## src/verilog/bdu_defs.svh

```systemverilog
// constants of the breakpoint debug unit: offsets, field positions, reset values
// assumes byte addressing on a 32-bit AHB-Lite bus, one register per aligned word
`ifndef BDU_DEFS_SVH
`define BDU_DEFS_SVH

// register byte offsets
`define BDU_OFS_BPADDR0 8'h00
`define BDU_OFS_BPADDR1 8'h04
`define BDU_OFS_BPADDR2 8'h08
`define BDU_OFS_BPADDR3 8'h0c
`define BDU_OFS_DSTAT 8'h10
`define BDU_OFS_DCTRL 8'h14
`define BDU_OFS_IRQSTAT 8'h18
`define BDU_OFS_IRQCLR 8'h1c
`define BDU_OFS_IRQEN 8'h20

// control register layout, breakpoint n adds 2n to enable, 4n to type and length
`define BDU_CTL_LOC 0
`define BDU_CTL_GLB 1
`define BDU_CTL_GD 13
`define BDU_CTL_TYPE 16
`define BDU_CTL_LEN 18
`define BDU_CTL_WMASK 32'hffff_20ff
`define BDU_CTL_ONES 32'h0000_0400
`define BDU_CTL_LOCMASK 32'h0000_0055

// status register: hit flags in the low bits, reserved ones above
`define BDU_STAT_ONES 32'h0000_0ff0

// interrupt status bits
`define BDU_IRQ_EXC 0
`define BDU_IRQ_REFUSED 1

// reset values
`define BDU_RST_ADDR 32'h0000_0000
`define BDU_RST_CTRL 32'h0000_0000
`define BDU_RST_STAT 4'h0

`endif

```

## src/verilog/bdu_pkg.sv

```systemverilog
// types and shared decoding of the breakpoint debug unit
// assumes nothing beyond the constants header
package bdu_pkg;

   // kind of core access presented for comparison
   typedef enum logic [1:0] {
      ACC_FETCH = 2'h0,
      ACC_READ  = 2'h1,
      ACC_WRITE = 2'h2
   } acc_kind_t;

   // access type field encodings
   typedef enum logic [1:0] {
      BT_EXEC   = 2'h0,
      BT_WRITE  = 2'h1,
      BT_UNUSED = 2'h2,
      BT_RDWR   = 2'h3
   } bp_type_t;

   // target length field encodings, also used for the access size
   typedef enum logic [1:0] {
      LEN_1 = 2'h0,
      LEN_2 = 2'h1,
      LEN_X = 2'h2,
      LEN_4 = 2'h3
   } bp_len_t;

   // bytes touched inside the aligned word; unused code touches none
   function automatic logic [3:0] byte_mask(input logic [1:0] lo, input bp_len_t len);
      logic [3:0] m;
      m = 4'h0;
      unique case (len)
         LEN_1: m = 4'h1 << lo;
         LEN_2: m = lo[1] ? 4'hc : 4'h3;
         LEN_4: m = 4'hf;
         LEN_X: m = 4'h0;
      endcase
      return m;
   endfunction

endpackage

```

## src/verilog/access_if.sv

```systemverilog
// carrier for one core access from the unit's front end to its comparators
// assumes a single clock; the signals are combinational within a cycle
`timescale 1ns/1ps
interface access_if;
   logic valid;
   logic [31:0] addr;
   bdu_pkg::acc_kind_t kind;
   bdu_pkg::bp_len_t size;

   modport src (output valid, output addr, output kind, output size);
   modport sink (input valid, input addr, input kind, input size);
endinterface

```

## src/verilog/bp_compare.sv

```systemverilog
// one breakpoint comparator: address, access type and length against an access
// assumes accesses do not cross an aligned word; hit ignores the enables
`timescale 1ns/1ps
module bp_compare (
   // programmed breakpoint
   input wire logic [31:0] bp_addr,
   input wire bdu_pkg::bp_type_t bp_type,
   input wire bdu_pkg::bp_len_t bp_len,
   // access under test
   access_if.sink acc,
   // condition met
   output logic hit
);
   wire word_eq;
   wire overlap;
   wire kind_ok;
   wire [3:0] bp_bytes;
   wire [3:0] acc_bytes;

   assign word_eq = (bp_addr[31:2] == acc.addr[31:2]);
   // length decoding, unused code covers nothing
   assign bp_bytes = bdu_pkg::byte_mask(bp_addr[1:0], bp_len);
   assign acc_bytes = bdu_pkg::byte_mask(acc.addr[1:0], acc.size);
   assign overlap = |(bp_bytes & acc_bytes);

   // access type decoding; kind code 3 is no access and matches nothing
   assign kind_ok = (bp_type == bdu_pkg::BT_EXEC) ? (acc.kind == bdu_pkg::ACC_FETCH) :
                    (bp_type == bdu_pkg::BT_WRITE) ? (acc.kind == bdu_pkg::ACC_WRITE) :
                    (bp_type == bdu_pkg::BT_RDWR) ? (acc.kind == bdu_pkg::ACC_READ ||
                                                     acc.kind == bdu_pkg::ACC_WRITE) :
                    1'b0;

   assign hit = acc.valid && word_eq && overlap && kind_ok;
endmodule

```

## src/verilog/breakpoint_debug_unit.sv

```systemverilog
// breakpoint debug unit: four address breakpoints, control, status, interrupt
// assumes core access ports synchronous to REF_CLK and an AHB-Lite single slave
`timescale 1ns/1ps
`include "bdu_defs.svh"

module breakpoint_debug_unit #(
   parameter int NUM_BP = 4
) (
   // clock and reset
   input wire logic REF_CLK,
   input wire logic RST_N,
   // ahb-lite slave
   input wire logic HSEL,
   input wire logic [31:0] HADDR,
   input wire logic [1:0] HTRANS,
   input wire logic HWRITE,
   input wire logic [2:0] HSIZE,
   input wire logic [3:0] HPROT,
   input wire logic [31:0] HWDATA,
   input wire logic HREADY,
   output logic [31:0] HRDATA,
   output logic HREADYOUT,
   output logic HRESP,
   // core access to compare
   input wire logic ACC_VALID,
   input wire logic [31:0] ACC_ADDR,
   input wire bdu_pkg::acc_kind_t ACC_KIND,
   input wire bdu_pkg::bp_len_t ACC_SIZE,
   input wire logic TASK_SWITCH,
   // exception to the core
   output logic DBG_EXC,
   output logic DBG_EXC_FETCH,
   output logic [3:0] DBG_HITS,
   // interrupt
   output logic IRQ
);
   // state
   logic [31:0] bp_addr_q [NUM_BP];
   logic [31:0] ctrl_q;
   logic [3:0] stat_q;
   logic [1:0] irq_stat_q;
   logic [1:0] irq_en_q;
   logic wr_pend_q;
   logic [7:0] wr_ofs_q;
   logic [31:0] rdata_q;
   logic exc_q;
   logic exc_fetch_q;
   logic irq_q;

   // next values
   logic [31:0] ctrl_d;
   logic [3:0] stat_d;
   logic [1:0] irq_stat_d;

   // bus decode
   wire addr_phase;
   wire privileged;
   wire allowed;
   wire refused;
   wire [7:0] ofs;
   wire wr_ctrl;
   wire wr_irqclr;
   wire wr_irqen;
   wire [31:0] rd_val;

   // comparison
   wire [NUM_BP-1:0] hit;
   wire [NUM_BP-1:0] bp_en;
   wire exc_d;
   wire fetch_exc_d;

   access_if acc ();

   assign acc.valid = ACC_VALID;
   assign acc.addr = ACC_ADDR;
   assign acc.kind = ACC_KIND;
   assign acc.size = ACC_SIZE;

   genvar n;
   generate
      for (n = 0; n < NUM_BP; n++) begin : g_bp
         bp_compare u_cmp (
            .bp_addr (bp_addr_q[n]),
            .bp_type (bdu_pkg::bp_type_t'(ctrl_q[`BDU_CTL_TYPE+4*n +: 2])),
            .bp_len  (bdu_pkg::bp_len_t'(ctrl_q[`BDU_CTL_LEN+4*n +: 2])),
            .acc     (acc),
            .hit     (hit[n])
         );
         // either enable arms the breakpoint
         assign bp_en[n] = ctrl_q[`BDU_CTL_LOC+2*n] | ctrl_q[`BDU_CTL_GLB+2*n];
      end
   endgenerate

   assign exc_d = |(hit & bp_en);
   // fetch breakpoints are flagged so the core squashes the instruction
   assign fetch_exc_d = exc_d && (ACC_KIND == bdu_pkg::ACC_FETCH);

   // address phase and privilege check; hprot[1] marks a privileged access
   assign addr_phase = HSEL && HTRANS[1] && HREADY;
   assign privileged = HPROT[1];
   assign allowed = privileged && !ctrl_q[`BDU_CTL_GD];
   assign refused = addr_phase && !allowed;
   assign ofs = {HADDR[7:2], 2'b00};

   assign wr_ctrl = wr_pend_q && (wr_ofs_q == `BDU_OFS_DCTRL);
   assign wr_irqclr = wr_pend_q && (wr_ofs_q == `BDU_OFS_IRQCLR);
   assign wr_irqen = wr_pend_q && (wr_ofs_q == `BDU_OFS_IRQEN);

   // read mux; the clear register and unmapped words read zero
   assign rd_val = (ofs == `BDU_OFS_BPADDR0) ? bp_addr_q[0] :
                   (ofs == `BDU_OFS_BPADDR1) ? bp_addr_q[1] :
                   (ofs == `BDU_OFS_BPADDR2) ? bp_addr_q[2] :
                   (ofs == `BDU_OFS_BPADDR3) ? bp_addr_q[3] :
                   (ofs == `BDU_OFS_DSTAT) ? (`BDU_STAT_ONES | {28'h0, stat_q}) :
                   (ofs == `BDU_OFS_DCTRL) ? (`BDU_CTL_ONES | ctrl_q) :
                   (ofs == `BDU_OFS_IRQSTAT) ? {30'h0, irq_stat_q} :
                   (ofs == `BDU_OFS_IRQEN) ? {30'h0, irq_en_q} :
                   32'h0000_0000;

   always_comb begin
      ctrl_d = ctrl_q;
      if (wr_ctrl) begin
         ctrl_d = HWDATA & `BDU_CTL_WMASK;
      end
      // task switch drops local enables, globals stay
      if (TASK_SWITCH) begin
         ctrl_d = ctrl_d & ~`BDU_CTL_LOCMASK;
      end
      // an exception reopens register access
      if (exc_d) begin
         ctrl_d[`BDU_CTL_GD] = 1'b0;
      end
   end

   always_comb begin
      // status has no software write path; an interrupt clear with the exception bit set empties it
      stat_d = stat_q;
      if (wr_irqclr && HWDATA[`BDU_IRQ_EXC]) begin
         stat_d = `BDU_RST_STAT;
      end
      // met conditions are recorded, enabled or not, only in a cycle where an enabled breakpoint hits; set beats clear
      if (exc_d) begin
         stat_d = stat_d | hit;
      end
   end

   always_comb begin
      irq_stat_d = irq_stat_q;
      if (wr_irqclr) begin
         irq_stat_d = irq_stat_q & ~HWDATA[1:0];
      end
      irq_stat_d[`BDU_IRQ_EXC] = irq_stat_d[`BDU_IRQ_EXC] | exc_d;
      irq_stat_d[`BDU_IRQ_REFUSED] = irq_stat_d[`BDU_IRQ_REFUSED] | refused;
   end

   // bus side: zero wait states, always okay
   // hsize is not checked; software is expected to move whole words only
   always_ff @(posedge REF_CLK or negedge RST_N) begin
      if (!RST_N) begin
         wr_pend_q <= 1'b0;
         wr_ofs_q <= 8'h00;
         rdata_q <= 32'h0000_0000;
      end else begin
         wr_pend_q <= addr_phase && HWRITE && allowed;
         wr_ofs_q <= ofs;
         rdata_q <= (addr_phase && !HWRITE && allowed) ? rd_val : 32'h0000_0000;
      end
   end

   // breakpoint addresses, one word each
   generate
      for (n = 0; n < NUM_BP; n++) begin : g_addr
         always_ff @(posedge REF_CLK or negedge RST_N) begin
            if (!RST_N) begin
               bp_addr_q[n] <= `BDU_RST_ADDR;
            end else if (wr_pend_q && wr_ofs_q == 8'(4*n)) begin
               bp_addr_q[n] <= HWDATA;
            end
         end
      end
   endgenerate

   always_ff @(posedge REF_CLK or negedge RST_N) begin
      if (!RST_N) begin
         ctrl_q <= `BDU_RST_CTRL;
         stat_q <= `BDU_RST_STAT;
         irq_stat_q <= 2'h0;
         irq_en_q <= 2'h0;
      end else begin
         ctrl_q <= ctrl_d;
         stat_q <= stat_d;
         irq_stat_q <= irq_stat_d;
         irq_en_q <= wr_irqen ? HWDATA[1:0] : irq_en_q;
      end
   end

   // exception one cycle after the access, ahead of execute
   always_ff @(posedge REF_CLK or negedge RST_N) begin
      if (!RST_N) begin
         exc_q <= 1'b0;
         exc_fetch_q <= 1'b0;
         irq_q <= 1'b0;
      end else begin
         exc_q <= exc_d;
         exc_fetch_q <= fetch_exc_d;
         // enable as it stood; a fresh enable reaches the pin one cycle later
         irq_q <= |(irq_stat_d & irq_en_q);
      end
   end

   assign HRDATA = rdata_q;
   assign HREADYOUT = 1'b1;
   assign HRESP = 1'b0;
   assign DBG_EXC = exc_q;
   assign DBG_EXC_FETCH = exc_fetch_q;
   assign DBG_HITS = stat_q;
   assign IRQ = irq_q;
endmodule
```

## config.mk

```make
export PLATFORM = sky130hd
export DESIGN_NAME = breakpoint_debug_unit
export DESIGN_NICKNAME = d
export VERILOG_FILES = /design/src/verilog/bdu_pkg.sv /design/src/verilog/access_if.sv /design/src/verilog/bp_compare.sv /design/src/verilog/breakpoint_debug_unit.sv
export VERILOG_INCLUDE_DIRS = /design/src /design/src/verilog
export SDC_FILE = /design/constraint.sdc
export NUM_CORES = 1
export LEC_CHECK = 0
export ABC_AREA = 0
export BUFFER_PORTS_ARGS = -buffer_cell sky130_fd_sc_hd__buf_2
export CORE_ASPECT_RATIO = 1.25
export CORE_MARGIN = 2
export CORE_UTILIZATION = 54
export CTS_CLUSTER_DIAMETER = 40
export DETAILED_ROUTE_END_ITERATION = 10
export GPL_ROUTABILITY_DRIVEN = 0
export PLACE_DENSITY = 0.8
export SYNTH_ARGS = -nofsm -noshare
export SYNTH_HDL_FRONTEND = slang
export SYNTH_SLANG_ARGS = --single-unit
```

## constraint.sdc

```tcl
create_clock -name REF_CLK -period 2.76 [get_ports REF_CLK]
set_input_delay 0.138 -clock REF_CLK [delete_from_list [all_inputs] [get_ports REF_CLK]]
set_output_delay 0.138 -clock REF_CLK [all_outputs]
set_load 0.05 [all_outputs]
```

==> results.yml, run 1 <==
placed_design:
  hpwl_um: 22200
  io_buffers: 121
  dpl_worst_slack_ps: 472
finish:
  nFillCells: 1382
  nNetsFinal: 1154
  syn_to_final_growth_pct: 21.1
  antennaDiodeCount: 0
  drive_above_1_share: 0.223
sta:
  timing.final.crit_share: 0.894
  max_freq_mhz: 405
  setup_viol: 0
  tightest_slew_ps: 696
  max_slew_margin: 0.536
  finalSetupTns_ps: 0
  rsz0062_at_grt: "false"
  finalMaxSlewViolations: 0
  clock_skew_ps: 12.1
  timing.final.ws_setup_ps: 293
  hold_viol_final: 0
  timing.hold.ws_ps: 76.4
  period_needed_ps: 2470
power_and_ir_drop:
  swShare: 0.246
  p_seq_frac: 0.447
  power_density_nw_per_um2: 559
  p_switching_mw: 1.72
  pwr-share-clk: 0.453
  combinationalPowerShare: 0.100
  ir_drop_mv: 0.497
  leakage_nw: 5.72
  p_int_mw: 5.28
routing:
  wl_per_cell_um: 24.7
  viasPerCell: 6.36
  finalWirelength_um: 31600
  drc: 0
  postRouteAntennaNets: 0
  drt_iter0_drc: 911
  firstDrtPassIters: 6
  vias: 8160
die:
  core_um2: 18800
  initial_core_util: 0.551
  die_area_um2: 20300
  die_h_um: 159
  rows: 56
  io_pins: 157
  die_x_um: 128
synth:
  synth_edf_count: 0
  syn_inst: 870
  synth_top_area_share: 0.491
  synthArstFlopShare: 1.00
  ys_types: 63
  syn_avg_cell_area_um2: 11.9
  synth_area_um2: 10300
  syn_nets: 988
  ys_ff_latch: 203
  yosys-top-cells-area: "dfrtp_1, mux2_1, xnor2_1"
  ys.flop_type: "dfrtp_1"
  ys_seq_area_frac: 0.491
  ys_warn_count: 0
  yosysTopAreaCell: "dfrtp_1"
global_routing:
  grt_max_degree: 83
  groute.usage.overall: 0.312
  grt.overflow.total: 0
  grt_pass1_wl_um: 48200
  antenna_found_initial: 0
  grt_pass1_vias: 8284
clocking:
  postCtsSetupRepairBufs: 0
  clkTransAtPathRegs_ps: 60
  cts_root_buffer: "clkbuf_16"
  cts_tree: "built"
  hold_buffers: 44
  cts_resized: 0
  clock_latency_ps: 520
  cts_buffer_depth: 3
  clock-sinks: 203
  cts_buffers: 24
  htree_levels: 1
setup_path:
  cp-end-kind: "register"
  crit_arrival_ps: 2910
  cp.required_ps: 3200
  worst-setup-path-type: "reg2reg"
  start_kind: "register"
  crit_fanout: 3
job:
  max-cap-violations: 0
run_status:
  outcome: "complete, no violations"
min_path:
  hp-class: "in2reg"
==> cell usage after synthesis (7+ instances only) <==
cell	number
a21oi_1	27
inv_1	11
dfrtp_1	203
nand2_1	32
buf_1	8
a22o_1	23
a22oi_1	28
and2_1	7
mux2_2	26
nor2_1	35
buf_2	14
xor2_1	38
nor3_1	7
nand2b_1	15
nor4_1	8
nor2b_1	7
xnor2_1	87
mux2i_1	9
o21ai_1	23
mux2_1	133
clkbuf_1	25
nand3_1	10
nand4_1	18
==> critical path: stages (launching register included) <==
cell	delay, ps
dfrtp_1	400
xnor2_1	440
nand4_1	190
a311o_1	370
nor4_2	440
a32o_1	220
and3b_1	190
o21ai_1	130
==> flip-flops by register name, summed over array words and instances (netlist names) <==
| signal | flops |
|---|---|
| irq_stat_q | 2 |
| HRDATA | 32 |
| irq_en_q | 2 |
| DBG_EXC | 1 |
| wr_pend_q | 1 |
| bp_addr_q | 128 |
| wr_ofs_q | 6 |
| ctrl_q | 25 |
| DBG_HITS | 4 |
| IRQ | 1 |
| DBG_EXC_FETCH | 1 |
==> logic make-up (layout without fill, tap and decap cells) <==
kind of cell    count (synthesis)  count (layout)  share of synthesized area
mux                           170             170                      0.186
buf+inv                        62             243                     0.0253
xor+xnor                      125             125                      0.106
simple gates                  164             164                     0.0902
other cells                     2               2                   0.000726
flops                         203             203                      0.491
fa+ha+maj                       2               2                    0.00242
compound gates                142             142                     0.0984
==> final timing paths <==
kind                                      from           to  slack, ps  depth (start not counted)
worst max-delay path            bp_addr_q[102]  DBG_HITS[3]        290                          7
worst min-delay path                  HPROT[1]    wr_pend_q         80                          3
worst max register to register  bp_addr_q[102]  DBG_HITS[3]        290                          7
worst min register to register       ctrl_q[3]    ctrl_q[3]        520                          1
max in group asynchronous                RST_N   ctrl_q[24]       1760                          3
min in group asynchronous                RST_N   HRDATA[15]        200                          2
==> area by class of cell <==
cell class / instances / area (um^2) / share of cell area
Tap cell: 232 / 290 / 0.0232
Sequential cell: 203 / 5080 / 0.405
Timing Repair Buffer: 190 / 1290 / 0.103
Clock buffer: 32 / 692 / 0.0552
Inverter: 12 / 45.0 / 0.00359
Multi-Input combinational cell: 605 / 5030 / 0.401
Clock inverter: 9 / 106 / 0.00849
==> power by group through the flow <==
stage / logic [mW] / registers [mW] / clock network [mW]
after CTS: 0.687 / 3.13 / 3.19
final: 0.703 / 3.13 / 3.17
after floorplan: 0.312 / 3.16 / 0
after global placement: 0.630 / 3.17 / 0
after global routing: 0.743 / 3.13 / 3.32
after detailed placement: 0.635 / 3.18 / 0
==> stage by stage <==
stage,cells,total power [mW],utilization,instance area (um^2)
2_1_floorplan,870,3.47,-,10300
3_3_place_gp,1198,3.80,0.601,11300
3_5_place_dp,1198,3.81,0.601,11300
4_1_cts,1283,7.00,0.667,12500
5_1_grt,1283,7.20,0.667,12500
6_report,1283,7.00,0.667,12500
==> layout by cell type (no fill, tap or decap), drive strengths merged, types with 7 or more instances in the layout <==
| master | count |
|---|---|
| dlygate4sd3 | 44 |
| a22oi | 28 |
| a21oi | 27 |
| nand2 | 34 |
| buf | 145 |
| nand4 | 19 |
| clkbuf | 33 |
| nor4 | 15 |
| xor2 | 38 |
| dfrtp | 203 |
| clkinv | 7 |
| and2 | 7 |
| nor2b | 7 |
| nor3 | 7 |
| mux2 | 159 |
| nand2b | 15 |
| inv | 12 |
| nand3 | 11 |
| o21ai | 28 |
| a22o | 23 |
| mux2i | 9 |
| nor2 | 35 |
| xnor2 | 87 |
==> metal layers <==
layer	wire (um)	vias to the layer above	GRT usage	share of wire
met5	0	-	0	0
met4	2340	0	0.195	0.074
met3	2680	137	0.0512	0.085
met2	15000	484	0.500	0.47
met1	11700	4073	0.393	0.37
li1	-	3466	-	-
(Power assumes the default switching activity.)
==> inputs of run 2 (changes only) <==
--- a/config.mk
+++ b/config.mk
@@ -8,6 +8,7 @@
 export LEC_CHECK = 0
 export ABC_AREA = 0
 export BUFFER_PORTS_ARGS = -buffer_cell sky130_fd_sc_hd__buf_2
+export CAP_MARGIN = 20
 export CORE_ASPECT_RATIO = 1.25
 export CORE_MARGIN = 2
 export CORE_UTILIZATION = 54
@@ -15,6 +16,7 @@
 export DETAILED_ROUTE_END_ITERATION = 10
 export GPL_ROUTABILITY_DRIVEN = 0
 export PLACE_DENSITY = 0.8
+export SETUP_SLACK_MARGIN = 0.5
 export SYNTH_ARGS = -nofsm -noshare
 export SYNTH_HDL_FRONTEND = slang
 export SYNTH_SLANG_ARGS = --single-unit
==> constraint.sdc (replaced) <==
create_clock -name REF_CLK -period 2.4 [get_ports REF_CLK]
set_input_delay 0.12 -clock REF_CLK [delete_from_list [all_inputs] [get_ports REF_CLK]]
set_output_delay 0.12 -clock REF_CLK [all_outputs]
set_load 0.05 [all_outputs]
==> results.yml, run 2 (synthesis results as in run 1) <==
global_routing:
  groute.usage.overall: 0.337
  grt_pass1_wl_um: 51600
  grt.overflow.total: 0
  grt_max_degree: 75
  antenna_found_initial: 1
  grt_pass1_vias: 8754
setup_path:
  start_kind: "register"
  cp-end-kind: "register"
  r2r_start: "bp_addr_q[73]"
  worst-setup-path-type: "reg2reg"
  crit_arrival_ps: 2840
  crit_fanout: 3
  cp.required_ps: 2870
  setup.worst_path.start: "bp_addr_q[73]"
die:
  io_pins: 157
  core_um2: 18800
  rows: 56
  die_x_um: 128
  die_h_um: 159
  die_area_um2: 20300
  initial_core_util: 0.551
clocking:
  clkTransAtPathRegs_ps: 60
  clock_latency_ps: 540
  cts_buffer_depth: 3
  clock-sinks: 203
  cts_tree: "built"
  htree_levels: 1
  cts_root_buffer: "clkbuf_16"
  cts_buffers: 25
sta:
  hold_viol_final: 0
  tightest_slew_ps: 729
  setup_viol: 0
  timing.final.crit_share: 0.990
  period_needed_ps: 2380
  timing.hold.ws_ps: 21.5
  max_slew_margin: 0.513
  timing.final.ws_setup_ps: 24.2
  clock_skew_ps: 17.1
  max_freq_mhz: 421
  finalMaxSlewViolations: 0
  rsz0062_at_grt: "true"
power_and_ir_drop:
  p_int_mw: 6.36
  combinationalPowerShare: 0.107
  p_seq_frac: 0.422
  pwr-share-clk: 0.471
  swShare: 0.257
  ir_drop_mv: 0.552
  power_density_nw_per_um2: 631
  p_switching_mw: 2.20
  leakage_nw: 6.12
min_path:
  hp-start: "HPROT[1]"
  hp-class: "in2reg"
finish:
  drive_above_1_share: 0.332
  antennaDiodeCount: 0
  regMostFlops: "bp_addr_q"
  final_common_cell: "dfrtp_1"
  largest_reg_flops: 128
  final_core_util: 0.721
  nFillCells: 1159
  nNetsFinal: 1182
  final_cell_mix: "dfrtp_1, buf_2, xnor2_1"
  syn_to_final_growth_pct: 30.9
routing:
  wl_per_cell_um: 29.4
  firstDrtPassIters: 8
  viasPerCell: 6.79
  drc: 0
  drt_iter0_drc: 1357
  vias: 8901
  finalWirelength_um: 38500
  postRouteAntennaNets: 0
placed_design:
  hpwl_um: 22200
  dpl_worst_slack_ps: 158
  io_buffers: 121
job:
  max-cap-violations: 0
run_status:
  outcome: "complete, no violations"
[run 2: changes by cell type in the layout (fill, tap and decap cells not counted), moves of 5 or more]
cell / before / now
mux2_4: 0 / 70
mux2_1: 133 / 69
xnor2_1: 87 / 74
xnor2_2: 0 / 12
buf_4: 21 / 32
clkbuf_16: 25 / 32
mux2_2: 26 / 20
buf_6: 0 / 5
[run 2: cell type report]
class,instances,area [um^2],share of cell area
Clock inverter,14,218,0.0161
Tap cell,232,290,0.0214
Sequential cell,203,5080,0.375
Timing Repair Buffer,217,1730,0.128
Inverter,12,45.0,0.00333
Multi-Input combinational cell,605,5530,0.409
Clock buffer,28,647,0.0478
[run 2: stage by stage]
stage	setup TNS, ps	cell area (um^2)	cells	total power [mW]
6_report	0	13500	1311	8.55
5_1_grt	-1.78	13500	1311	8.74
4_1_cts	0	12900	1294	8.37
3_5_place_dp	0	11300	1198	4.39
3_3_place_gp	0	11300	1198	4.37
2_1_floorplan	0	10300	870	4.00
[run 2: power groups by stage]
stage / Combinational, mW / Clock [mW] / Sequential [mW]
floorplan: 0.359 / 0 / 3.64
global placement: 0.725 / 0 / 3.65
detailed placement: 0.735 / 0 / 3.66
CTS: 0.809 / 3.97 / 3.60
global route: 0.946 / 4.17 / 3.62
finish: 0.918 / 4.03 / 3.61
[run 2: repair_timing]
action / 4_1_cts / 5_1_grt
gates cloned: 3 / 7
buffers inserted: 9 / 10
setup endpoints to repair: 43 / 113
hold buffers: 42 / 0
resized for setup: 18 / 106
endpoints found under the hold margin: 220 / 0
pin swaps: 18 / 19
[run 2: final timing paths]
check / to / slack [ps] / depth (start not counted)
max: DBG_HITS[3] / 20 / 7
min: wr_pend_q / 20 / 3
max reg2reg: DBG_HITS[3] / 20 / 7
min reg2reg: ctrl_q[1] / 520 / 1
max in group asynchronous: bp_addr_q[59] / 1460 / 3
min in group asynchronous: HRDATA[18] / 140 / 2
[run 2: layer usage]
metal | wire length (um) | GRT usage
met2 | 17100 | 0.523
met1 | 12800 | 0.400
met4 | 3690 | 0.253
met5 | 0 | 0
met3 | 4960 | 0.0873
[run 2: worst max-delay path: stages (launching register included)]
cell      delay (ps)
dfrtp_1          410
xnor2_2          330
nand4_1          180
or4_4            560
a211oi_4         350
nand4_1          140
and3b_1          220
o21ai_1          110
